[config.mk]
export PLATFORM = sky130hd
export DESIGN_NAME = spi_baud_and_status_flags
export DESIGN_NICKNAME = d
export VERILOG_FILES = /design/src/inc/spi_flags_pkg.sv /design/src/verilog/pin_filter.sv /design/src/verilog/baud_divider.sv /design/src/verilog/spi_baud_and_status_flags.sv
export SDC_FILE = /design/constraint.sdc
export NUM_CORES = 1
export LEC_CHECK = 0
export BUFFER_PORTS_ARGS = -buffer_cell sky130_fd_sc_hd__buf_2
export CAP_MARGIN = 30
export CORE_MARGIN = 2
export CORE_UTILIZATION = 68
export CTS_BUF_LIST = sky130_fd_sc_hd__clkbuf_4 sky130_fd_sc_hd__clkbuf_8
export CTS_CLUSTER_DIAMETER = 120
export DETAILED_ROUTE_END_ITERATION = 10
export PLACE_DENSITY = 0.86
export SETUP_SLACK_MARGIN = 0.1
export SYNTH_ARGS = -nofsm -noshare
export SYNTH_HDL_FRONTEND = slang
export SYNTH_SLANG_ARGS = --single-unit
[constraint.sdc]
create_clock -name CORE_CLK -period 5.25 [get_ports CORE_CLK]
set_input_delay 0.525 -clock CORE_CLK [delete_from_list [all_inputs] [get_ports CORE_CLK]]
set_output_delay 0.525 -clock CORE_CLK [all_outputs]
set_load 0.1 [all_outputs]
[src/inc/spi_flags_pkg.sv]
package spi_flags_pkg;

	localparam int ADDR_W = 4;
	localparam int DATA_W = 8;
	localparam int FIELD_W = 3;
	localparam int HALF_W = 11;

	// register offsets on the plain register port
	localparam logic [3:0] OFS_CTRL1 = 4'h0;
	localparam logic [3:0] OFS_CTRL2 = 4'h1;
	localparam logic [3:0] OFS_BAUD = 4'h2;
	localparam logic [3:0] OFS_STATUS = 4'h3;
	localparam logic [3:0] OFS_DATA = 4'h5;
	localparam logic [3:0] OFS_EVT = 4'h6;
	localparam logic [3:0] OFS_EVT_CLR = 4'h7;
	localparam logic [3:0] OFS_EVT_EN = 4'h8;

	// field positions
	localparam int BIT_RXC = 7;
	localparam int BIT_TXE = 5;
	localparam int BIT_MODE_FAULT_FLAG = 4;
	localparam int BIT_IRQ_EN = 7;
	localparam int BIT_PORT_EN = 6;
	localparam int BIT_MASTER = 4;
	localparam int BIT_MODE_FAULT_FLAG_EN = 4;
	localparam int PRE_LSB = 4;
	localparam int SEL_LSB = 0;

	// reset values and write masks
	localparam logic [7:0] CTRL1_RST = 8'h00;
	localparam logic [7:0] CTRL2_RST = 8'h00;
	localparam logic [7:0] BAUD_RST = 8'h00;
	localparam logic [7:0] EVT_EN_RST = 8'hB0;
	localparam logic [7:0] CTRL1_MASK = 8'hD0;
	localparam logic [7:0] CTRL2_MASK = 8'h10;
	localparam logic [7:0] BAUD_MASK = 8'h77;

	// counts per byte
	localparam logic [4:0] LAST_EDGE = 5'h0F;
	localparam logic [2:0] LAST_BIT = 3'h7;

	typedef enum logic [1:0]
	{
		ST_IDLE = 2'b00,
		ST_RUN = 2'b01,
		ST_DONE = 2'b11
	} xfer_st_t;

	// half of the divisor (pre+1)*2^(sel+1), in bus clocks
	function automatic logic [HALF_W-1:0] half_period(input logic [FIELD_W-1:0] pre, input logic [FIELD_W-1:0] sel);
		logic [HALF_W-1:0] p;
		p = {8'h00, pre} + 11'h001;
		return p << sel;
	endfunction

endpackage

[src/verilog/pin_filter.sv]
`timescale 1ns/10ps
`default_nettype none
module pin_filter #(
	parameter int W = 4,
	parameter logic [W-1:0] RST_VAL = '0
)
(
	input wire logic clk,
	input wire logic rstn,
	input wire logic [W-1:0] pin,
	output var logic [W-1:0] level
);

	logic [W-1:0] s1_r;
	logic [W-1:0] s2_r;
	logic [W-1:0] s3_r;
	logic [W-1:0] level_nxt;

	// a bit moves only once the second and third stages agree
	assign level_nxt = (level & (s2_r ^ s3_r)) | (s2_r & ~(s2_r ^ s3_r));

	always_ff @(posedge clk or negedge rstn)
	begin
		if (!rstn)
		begin
			s1_r <= RST_VAL;
			s2_r <= RST_VAL;
			s3_r <= RST_VAL;
			level <= RST_VAL;
		end
		else
		begin
			s1_r <= pin;
			s2_r <= s1_r;
			s3_r <= s2_r;
			level <= level_nxt;
		end
	end

endmodule
`default_nettype wire

[src/verilog/baud_divider.sv]
`timescale 1ns/10ps
`default_nettype none
module baud_divider
	import spi_flags_pkg::*;
(
	input wire logic clk,
	input wire logic rstn,
	input wire logic run,
	input wire logic [spi_flags_pkg::FIELD_W-1:0] pre,
	input wire logic [spi_flags_pkg::FIELD_W-1:0] sel,
	output var logic tick
);

	logic [HALF_W-1:0] cnt_r;
	logic [HALF_W-1:0] half;
	logic wrap;

	assign half = half_period(pre, sel);
	assign wrap = (cnt_r == half - 11'h001);

	// one tick per half serial clock, so two ticks span the whole divisor RQ11
	always_ff @(posedge clk or negedge rstn)
	begin
		if (!rstn)
		begin
			cnt_r <= '0;
			tick <= 1'b0;
		end
		else if (!run)
		begin
			cnt_r <= '0;
			tick <= 1'b0;
		end
		else
		begin
			cnt_r <= wrap ? '0 : cnt_r + 11'h001; // RQ12
			tick <= wrap; // RQ1
		end
	end

endmodule
`default_nettype wire

[src/verilog/spi_baud_and_status_flags.sv]
// Functional notes
// RQ1: divider gives serial clock divisors from 2 up to 2048 of the bus clock.
// RQ2: an outside master must never clock a slave at half the bus rate.
// RQ3: status register reads anytime; writing it changes nothing.
// RQ4: bit 7 sets once a received byte lands in the data register.
// RQ5: bit 7 clears on status read seeing it set, then data read.
// RQ6: bit 5 reads one while transmit buffer empty, zero while holding data.
// RQ7: status read seeing bit 5 set, then data write, loads byte, clears.
// RQ8: data writes without that preceding status read are ignored.
// RQ9: bit 4 sets when select input drops low in master with detection on.
// RQ10: bit 4 clears on status read seeing it, then first control write.
// RQ11: divisor is (preselect plus one) times two to (select plus one).
// RQ12: serial clock rate is bus clock over the divisor.
// RQ13: master divisor field change aborts any transfer and returns idle.
// RQ14: mode fault with interrupt enable set requests an interrupt.
// RQ15: status bits without a flag read as zero.
//
// Decided for this implementation: strobed register access and the register offsets.
`timescale 1ns/10ps
`default_nettype none
module spi_baud_and_status_flags
(
	input wire logic CORE_CLK,
	input wire logic RSTN,
	input wire logic [spi_flags_pkg::ADDR_W-1:0] ADDR,
	input wire logic [spi_flags_pkg::DATA_W-1:0] WDATA,
	input wire logic WR,
	input wire logic RD,
	output var logic [spi_flags_pkg::DATA_W-1:0] RDATA,
	output var logic IRQ,
	output var logic SCK_O,
	output var logic SCK_OE,
	input wire logic SCK_I,
	output var logic MOSI_O,
	output var logic MOSI_OE,
	input wire logic MOSI_I,
	output var logic MISO_O,
	output var logic MISO_OE,
	input wire logic MISO_I,
	input wire logic SS_N_I
);
	import spi_flags_pkg::*;

	////////////////////////////////////////////////////////////////////////////
	// storage

	logic [7:0] ctrl1_r;
	logic [7:0] ctrl2_r;
	logic [7:0] baud_r;
	logic rx_flag_r;
	logic tx_empty_r;
	logic mode_fault_flag_r;
	logic rx_arm_r;
	logic tx_arm_r;
	logic mode_fault_flag_arm_r;
	logic [7:0] tx_buf_r;
	logic [7:0] rx_buf_r;
	logic [7:0] shift_r;
	logic samp_r;
	logic [4:0] edge_cnt_r;
	logic [2:0] bit_cnt_r;
	logic slv_loaded_r;
	logic sck_d_r;
	xfer_st_t st_r;
	logic [7:0] evt_r;
	logic [7:0] evt_en_r;

	////////////////////////////////////////////////////////////////////////////
	// pins and divider

	logic [3:0] pins_s;
	logic sck_s;
	logic mosi_s;
	logic miso_s;
	logic ss_n_s;
	logic tick;

	pin_filter #(.W(4), .RST_VAL(4'h8)) u_pins
	(
		.clk(CORE_CLK),
		.rstn(RSTN),
		.pin({SS_N_I, MISO_I, MOSI_I, SCK_I}),
		.level(pins_s)
	);

	assign sck_s = pins_s[0];
	assign mosi_s = pins_s[1];
	assign miso_s = pins_s[2];
	assign ss_n_s = pins_s[3];

	logic [FIELD_W-1:0] pre;
	logic [FIELD_W-1:0] sel;
	logic m_running;

	assign pre = baud_r[PRE_LSB +: FIELD_W];
	assign sel = baud_r[SEL_LSB +: FIELD_W];
	assign m_running = (st_r == ST_RUN);

	baud_divider u_div
	(
		.clk(CORE_CLK),
		.rstn(RSTN),
		.run(m_running),
		.pre(pre),
		.sel(sel),
		.tick(tick)
	);

	////////////////////////////////////////////////////////////////////////////
	// decode

	logic wr_c1;
	logic wr_c2;
	logic wr_baud;
	logic wr_data;
	logic wr_evt_clr;
	logic wr_evt_en;
	logic rd_stat;
	logic rd_data;
	logic master;
	logic port_en;
	logic baud_chg;
	logic mode_fault_flag_hit;
	logic m_abort;
	logic tx_load;

	assign wr_c1 = WR & (ADDR == OFS_CTRL1);
	assign wr_c2 = WR & (ADDR == OFS_CTRL2);
	assign wr_baud = WR & (ADDR == OFS_BAUD);
	assign wr_data = WR & (ADDR == OFS_DATA);
	assign wr_evt_clr = WR & (ADDR == OFS_EVT_CLR);
	assign wr_evt_en = WR & (ADDR == OFS_EVT_EN);
	assign rd_stat = RD & (ADDR == OFS_STATUS);
	assign rd_data = RD & (ADDR == OFS_DATA);
	assign master = ctrl1_r[BIT_MASTER];
	assign port_en = ctrl1_r[BIT_PORT_EN];
	assign baud_chg = wr_baud & (((WDATA ^ baud_r) & BAUD_MASK) != 8'h00);
	assign mode_fault_flag_hit = port_en & master & ctrl2_r[BIT_MODE_FAULT_FLAG_EN] & ~ss_n_s; // RQ9
	assign m_abort = (master & baud_chg) | mode_fault_flag_hit | ~port_en | ~master; // RQ13
	assign tx_load = wr_data & tx_arm_r; // RQ7 RQ8

	logic [7:0] status_val;

	always_comb
	begin
		status_val = 8'h00; // RQ15
		status_val[BIT_RXC] = rx_flag_r;
		status_val[BIT_TXE] = tx_empty_r; // RQ6
		status_val[BIT_MODE_FAULT_FLAG] = mode_fault_flag_r;
	end

	logic [7:0] rd_mux;

	assign rd_mux = (ADDR == OFS_CTRL1) ? ctrl1_r :
		(ADDR == OFS_CTRL2) ? ctrl2_r :
		(ADDR == OFS_BAUD) ? baud_r :
		(ADDR == OFS_STATUS) ? status_val : // RQ3
		(ADDR == OFS_DATA) ? rx_buf_r :
		(ADDR == OFS_EVT) ? evt_r :
		(ADDR == OFS_EVT_EN) ? evt_en_r : 8'h00;

	////////////////////////////////////////////////////////////////////////////
	// control registers; the status offset has no write path at all

	always_ff @(posedge CORE_CLK or negedge RSTN)
	begin
		if (!RSTN)
		begin
			ctrl1_r <= CTRL1_RST;
			ctrl2_r <= CTRL2_RST;
			baud_r <= BAUD_RST;
			evt_en_r <= EVT_EN_RST;
			RDATA <= 8'h00;
		end
		else
		begin
			if (mode_fault_flag_hit)
				ctrl1_r <= ctrl1_r & ~(8'h01 << BIT_MASTER);
			else if (wr_c1)
				ctrl1_r <= WDATA & CTRL1_MASK;
			if (wr_c2)
				ctrl2_r <= WDATA & CTRL2_MASK;
			if (wr_baud)
				baud_r <= WDATA & BAUD_MASK;
			if (wr_evt_en)
				evt_en_r <= WDATA & EVT_EN_RST;
			RDATA <= RD ? rd_mux : 8'h00;
		end
	end

	////////////////////////////////////////////////////////////////////////////
	// shift engine: master runs off the divider, slave off the filtered pins

	logic m_take;
	logic s_take;
	logic byte_done;
	logic [7:0] byte_in;
	logic sck_rise;
	logic sck_fall;
	logic s_active;

	assign m_take = (st_r == ST_IDLE) & ~tx_empty_r & ~m_abort;
	assign s_active = port_en & ~master & ~ss_n_s;
	assign s_take = s_active & ~slv_loaded_r;
	assign sck_rise = sck_s & ~sck_d_r;
	assign sck_fall = ~sck_s & sck_d_r;

	// slave completes on its eighth sampling edge, master in the done state
	assign byte_done = (st_r == ST_DONE) | (s_active & slv_loaded_r & sck_rise & (bit_cnt_r == LAST_BIT));
	assign byte_in = (st_r == ST_DONE) ? shift_r : {shift_r[6:0], mosi_s};

	always_ff @(posedge CORE_CLK or negedge RSTN)
	begin
		if (!RSTN)
		begin
			st_r <= ST_IDLE;
			shift_r <= 8'h00;
			samp_r <= 1'b0;
			edge_cnt_r <= 5'h00;
			SCK_O <= 1'b0;
			MOSI_O <= 1'b0;
		end
		else
		begin
			case (st_r)
				ST_IDLE:
				begin
					edge_cnt_r <= 5'h00;
					SCK_O <= 1'b0;
					if (m_take)
					begin
						st_r <= ST_RUN;
						shift_r <= tx_buf_r;
						MOSI_O <= tx_buf_r[7];
					end
				end
				ST_RUN:
				begin
					if (m_abort)
					begin
						st_r <= ST_IDLE; // RQ13
						SCK_O <= 1'b0;
					end
					else if (tick)
					begin
						edge_cnt_r <= edge_cnt_r + 5'h01;
						SCK_O <= ~edge_cnt_r[0];
						if (!edge_cnt_r[0])
							samp_r <= miso_s;
						else
						begin
							shift_r <= {shift_r[6:0], samp_r};
							MOSI_O <= shift_r[6];
						end
						if (edge_cnt_r == LAST_EDGE)
							st_r <= ST_DONE;
					end
				end
				ST_DONE:
					st_r <= ST_IDLE;
				default:
					st_r <= ST_IDLE;
			endcase
			if (s_take)
				shift_r <= tx_empty_r ? 8'h00 : tx_buf_r;
			else if (s_active && sck_rise)
				samp_r <= mosi_s;
			else if (s_active && sck_fall)
				shift_r <= {shift_r[6:0], samp_r};
		end
	end

	// slave bit counter and data-out pin; deselect clears the bit counter and load flag, MISO_O keeps its value
	always_ff @(posedge CORE_CLK or negedge RSTN)
	begin
		if (!RSTN)
		begin
			bit_cnt_r <= 3'h0;
			slv_loaded_r <= 1'b0;
			sck_d_r <= 1'b0;
			MISO_O <= 1'b0;
			MISO_OE <= 1'b0;
			SCK_OE <= 1'b0;
			MOSI_OE <= 1'b0;
		end
		else
		begin
			sck_d_r <= sck_s;
			SCK_OE <= port_en & master;
			MOSI_OE <= port_en & master;
			MISO_OE <= s_active;
			if (!s_active)
			begin
				bit_cnt_r <= 3'h0;
				slv_loaded_r <= 1'b0;
			end
			else if (s_take)
			begin
				slv_loaded_r <= 1'b1;
				MISO_O <= tx_empty_r ? 1'b0 : tx_buf_r[7];
			end
			else if (sck_rise)
			begin
				bit_cnt_r <= bit_cnt_r + 3'h1;
				if (bit_cnt_r == LAST_BIT)
					slv_loaded_r <= 1'b0;
			end
			else if (sck_fall)
				MISO_O <= shift_r[6];
		end
	end

	////////////////////////////////////////////////////////////////////////////
	// status flags; a hardware set always beats the software clear sequence

	always_ff @(posedge CORE_CLK or negedge RSTN)
	begin
		if (!RSTN)
		begin
			rx_flag_r <= 1'b0;
			rx_arm_r <= 1'b0;
			rx_buf_r <= 8'h00;
			tx_empty_r <= 1'b1;
			tx_arm_r <= 1'b0;
			tx_buf_r <= 8'h00;
			mode_fault_flag_r <= 1'b0;
			mode_fault_flag_arm_r <= 1'b0;
		end
		else
		begin
			// an unserviced flag keeps the first byte; later bytes are lost
			if (byte_done && !rx_flag_r)
				rx_buf_r <= byte_in;
			if (byte_done)
				rx_flag_r <= 1'b1; // RQ4
			else if (rd_data && rx_arm_r)
				rx_flag_r <= 1'b0; // RQ5
			if (rd_stat && rx_flag_r)
				rx_arm_r <= 1'b1;
			else if (rd_data)
				rx_arm_r <= 1'b0;

			if (m_take || (s_take && !tx_empty_r))
				tx_empty_r <= 1'b1;
			else if (tx_load)
				tx_empty_r <= 1'b0; // RQ7
			if (tx_load)
				tx_buf_r <= WDATA;
			if (rd_stat && tx_empty_r)
				tx_arm_r <= 1'b1;
			else if (wr_data)
				tx_arm_r <= 1'b0; // RQ8

			if (mode_fault_flag_hit)
				mode_fault_flag_r <= 1'b1; // RQ9
			else if (wr_c1 && mode_fault_flag_arm_r)
				mode_fault_flag_r <= 1'b0; // RQ10
			if (rd_stat && mode_fault_flag_r)
				mode_fault_flag_arm_r <= 1'b1;
			else if (wr_c1)
				mode_fault_flag_arm_r <= 1'b0;
		end
	end

	////////////////////////////////////////////////////////////////////////////
	// interrupt events share the status bit layout

	logic [7:0] evt_set;

	always_comb
	begin
		evt_set = 8'h00;
		evt_set[BIT_RXC] = byte_done;
		evt_set[BIT_TXE] = m_take | (s_take & ~tx_empty_r);
		evt_set[BIT_MODE_FAULT_FLAG] = mode_fault_flag_hit & ~mode_fault_flag_r;
	end

	always_ff @(posedge CORE_CLK or negedge RSTN)
	begin
		if (!RSTN)
		begin
			evt_r <= 8'h00;
			IRQ <= 1'b0;
		end
		else
		begin
			evt_r <= (evt_r & ~(wr_evt_clr ? WDATA : 8'h00)) | evt_set;
			IRQ <= ctrl1_r[BIT_IRQ_EN] & ((evt_r & evt_en_r) != 8'h00); // RQ14
		end
	end

endmodule
`default_nettype wire

==> summary.md <==
- number of antenna repair diodes: 0
- post-route ant nets: 0
- share of flip-flops with an asynchronous set or reset: 100.0%
- clock latency of the later-clocked register in the worst-skew pair: 370 ps
- type of the setup path with the least slack: register to register
- wire length reported by the detailed router: 12,790 µm
- cell types occupying the most area after synthesis: sky130_fd_sc_hd__dfrtp_1, sky130_fd_sc_hd__mux2_2, sky130_fd_sc_hd__nand2_1
- Setup crit end kind: register
- Final GP Congestion: 0.9038
- internal power component: 1.432 mW
- leading area contributor after synthesis: sky130_fd_sc_hd__dfrtp_1
- GRT Total Usage: 29.95%
- number of ports placed on the die boundary: 35
- data arrival time of the critical path: 3570 ps
- time the worst path needs with I/O delays and setup: 3262 ps
- cell with the most instances on the worst path: sky130_fd_sc_hd__xnor2_1
- top flip-flop cell by instance count after synthesis: sky130_fd_sc_hd__dfrtp_1
- cell-by-cell listing of the critical path: ha_1 > xnor2_1 > nor3_1 > a211oi_1 > o211ai_2 > xnor2_1 > a2111oi_0 > o2111a_2 > and2_1
- net switching power figure: 924.4 µW
- worst path required time: 5560 ps
- effective utilization at floorplan: 70.11%
- stage delay of the slowest cell on the critical path: 530 ps
- final number of max-transition violations: 0
- max_cap viols: 0
- final-report hold violation count: 0
- Post-Syn Area per Cell: 9.848 µm²
- Worst Tran Pin Value: 802.1 ps
- area growth from synthesis to layout: 6.069%
- die extent in y: 95.81 µm
- number of global-route vias before repair: 4,367
- RSZ-0062 raised after global routing: no
- sequential group share of total power: 47.2%
- area of the core region: 8175 µm²
- sum of negative setup slack: 0 ps
- area used by sequential logic in the layout: 2663 µm²
- Most Crowded Layer GR: met2
- net count after synthesis: 609
- clock tree from TritonCTS: yes
- Distinct cells, synth: 71
- maximum fanout along the worst path: 13
- sequential share of the synthesized area: 46.45%
- M2 GR Usage: 48.02%
- WL per Instance: 18.15 µm
- GRT met1 Usage: 41.14%
- antenna violations before repair: 0
- final setup fails: 0
- switching share of total power: 39.23%
- H-tree level count: 3
- worst-case clock skew: 16.78 ps
- highest-delay cell along the critical path: sky130_fd_sc_hd__dfrtp_1
- Synth top cells by count: sky130_fd_sc_hd__dfrtp_1, sky130_fd_sc_hd__nand2_1, sky130_fd_sc_hd__nor2_1
- sink count of the clock tree: 106
- cell count after synthesis: 582
- peak supply drop: 0.2981 mV
- number of optimization iterations in the first detailed-route pass: 5
- met3 track demand over resource: 6.186%
- global-route wire length before repair: 21,180 µm
- buffers inserted by post-CTS timing repair: 0
- CTS Root Cell: sky130_fd_sc_hd__clkbuf_8
- number of design rule violations left after detail routing: 0
- net count of the finished layout: 622
- fill cell total of the finished layout: 569
- clock edge transition at the registers on the reported setup and hold paths: 100 ps
- maximum frequency from static timing analysis: 306.5 MHz
- overall overflow remaining after global route: 0
- DP HPWL: 9052 µm
- count of warnings emitted by yosys: 0
- status: completed
- number of I/O port buffers: 34
- count of standard-cell rows: 33
- Clock Tree Buf Depth: 2
- path type of the worst min-delay path: input pin to asynchronous set/reset pin
- number of buffers created by CTS: 9
- number of DRC markers in iteration 0: 343
- fraction of post-synthesis cell area in the top cell type by area: 42.79%
- power per cell area: 387.6 nW/µm²
- area occupied by multi-input gates: 2823 µm²
- total number of vias: 4,581
- number of enable flip-flop cells after synthesis: 0
- Rel. slew slack: 46.52%
- minimum hold slack: 119.5 ps
- combinational share of power: 32.5%
- most common cell in the netlist: sky130_fd_sc_hd__dfrtp_1
- synthesized cell area: 5732 µm²
- startpoint class of the critical path: register
- count of instances resized after the clock tree is built: 0
- die span in x: 95.81 µm
- ratio of final minimum period to clock period: 62.14%
- area of the die: 9180 µm²
- maximum number of pins on one net before global-route repair: 64
- clock group share of total power: 20.4%
- DR vias/cell: 6.498
- flip-flop and latch count after synthesis: 106
- leakage: 2.747 nW
- fraction of final layout cells sized beyond drive strength 1: 16.67%
- Hold Buf Count CTS: 0
## routing by layer
layer | wire length (µm) | vias to the layer above
met5 | 0 | -
met4 | 309 | 0
met3 | 871 | 35
met2 | 6128 | 187
met1 | 5484 | 2243
li1 | - | 2116
## path summary, 6_finish.rpt
path | startpoint | to | slack [ps] | cells after the start
max | baud_r[4] | u_div.tick | 1990 | 9
min | RSTN | edge_cnt_r[2] | 120 | 1
max reg2reg | baud_r[4] | u_div.tick | 1990 | 9
min reg2reg | u_pins.s1_r[1] | u_pins.s2_r[1] | 360 | 0
max in group asynchronous | RSTN | RDATA[3] | 3950 | 2
min in group CORE_CLK | SS_N_I | u_pins.s1_r[3] | 250 | 1
## area by class of cell
cell class	count	area share (%)
multi-input cells	420	46.43
flip-flops and latches	106	43.79
repair buffers	37	3.169
clock buffers	12	2.614
well taps	105	2.161
inverters	21	1.297
clock inverters	4	0.5351
## power groups by stage
stage,Combinational (mW),Sequential [mW],Clock (mW)
floorplan,0.564,1.13,0
global placement,0.732,1.11,0
detailed placement,0.750,1.12,0
CTS,0.759,1.10,0.491
global route,0.833,1.13,0.523
finish,0.765,1.11,0.480
## worst max-delay path: cells and delay by family, from the launching register on
family / cells / cell delay [ps]
adders and majority gates: 1 / 330
xor gates and xnor gates: 2 / 600
DFF: 1 / 530
and+or+nand+nor: 2 / 310
AOI/OAI and AO/OA: 4 / 1450
## cell families (layout without fill, tap and decap cells)
family / Yosys count / count (layout) / share of synthesized area (%)
and+or+nand+nor: 198 / 198 / 17.31
buffers and inverters: 56 / 74 / 4.300
muxes: 39 / 39 / 7.313
AOI/OAI and AO/OA: 143 / 143 / 17.97
DFF: 106 / 106 / 46.45
xor gates and xnor gates: 29 / 29 / 4.431
adders and majority gates: 11 / 11 / 2.227
## sequential cells by signal, indices dropped and copies added, names as in the netlist, 3 cells and up, named ones only
name and count:
u_pins.s1_r 4, RDATA 8, evt_en_r 3, u_pins.s2_r 4, evt_r 8, edge_cnt_r 5
ctrl1_r 3, rx_buf_r 8, bit_cnt_r 3, tx_buf_r 8, u_div.cnt_r 11, shift_r 8
u_pins.s3_r 4, baud_r 6
## stage by stage
stage	util, %	cell area, µm²	std cells	worst slack (ps)	total power [mW]
after floorplan	-	5732	582	2532	1.693
after global placement	71.96	5883	688	2131	1.838
after detailed placement	71.96	5883	688	2025	1.867
after CTS	74.30	6075	704	2036	2.352
after global routing	74.36	6080	705	1790	2.482
final	74.36	6080	705	1988	2.356
## layout by cell type (no fill, tap or decap), types with 4 or more instances in the layout
master / n
sky130_fd_sc_hd__a21o_1: 4
sky130_fd_sc_hd__a32oi_1: 5
sky130_fd_sc_hd__mux2_2: 23
sky130_fd_sc_hd__a221oi_1: 7
sky130_fd_sc_hd__dfstp_2: 8
sky130_fd_sc_hd__nand2_1: 60
sky130_fd_sc_hd__nor3b_1: 4
sky130_fd_sc_hd__buf_2: 34
sky130_fd_sc_hd__nand3b_1: 7
sky130_fd_sc_hd__o21ai_0: 34
sky130_fd_sc_hd__o22ai_1: 4
sky130_fd_sc_hd__clkbuf_8: 11
sky130_fd_sc_hd__a22o_1: 16
sky130_fd_sc_hd__nand2b_1: 10
sky130_fd_sc_hd__and2_1: 4
sky130_fd_sc_hd__a21boi_0: 8
sky130_fd_sc_hd__xor2_1: 13
sky130_fd_sc_hd__and3_1: 7
sky130_fd_sc_hd__a31oi_1: 5
sky130_fd_sc_hd__nand4_1: 7
sky130_fd_sc_hd__nor2b_1: 11
sky130_fd_sc_hd__maj3_1: 4
sky130_fd_sc_hd__nand3_1: 11
sky130_fd_sc_hd__nor2_1: 42
sky130_fd_sc_hd__nor3_1: 17
sky130_fd_sc_hd__xnor2_1: 16
sky130_fd_sc_hd__dfrtp_1: 98
sky130_fd_sc_hd__inv_1: 20
sky130_fd_sc_hd__a21oi_1: 25
sky130_fd_sc_hd__ha_1: 7
sky130_fd_sc_hd__mux2i_1: 16
Power figures use the tool's default switching activity.
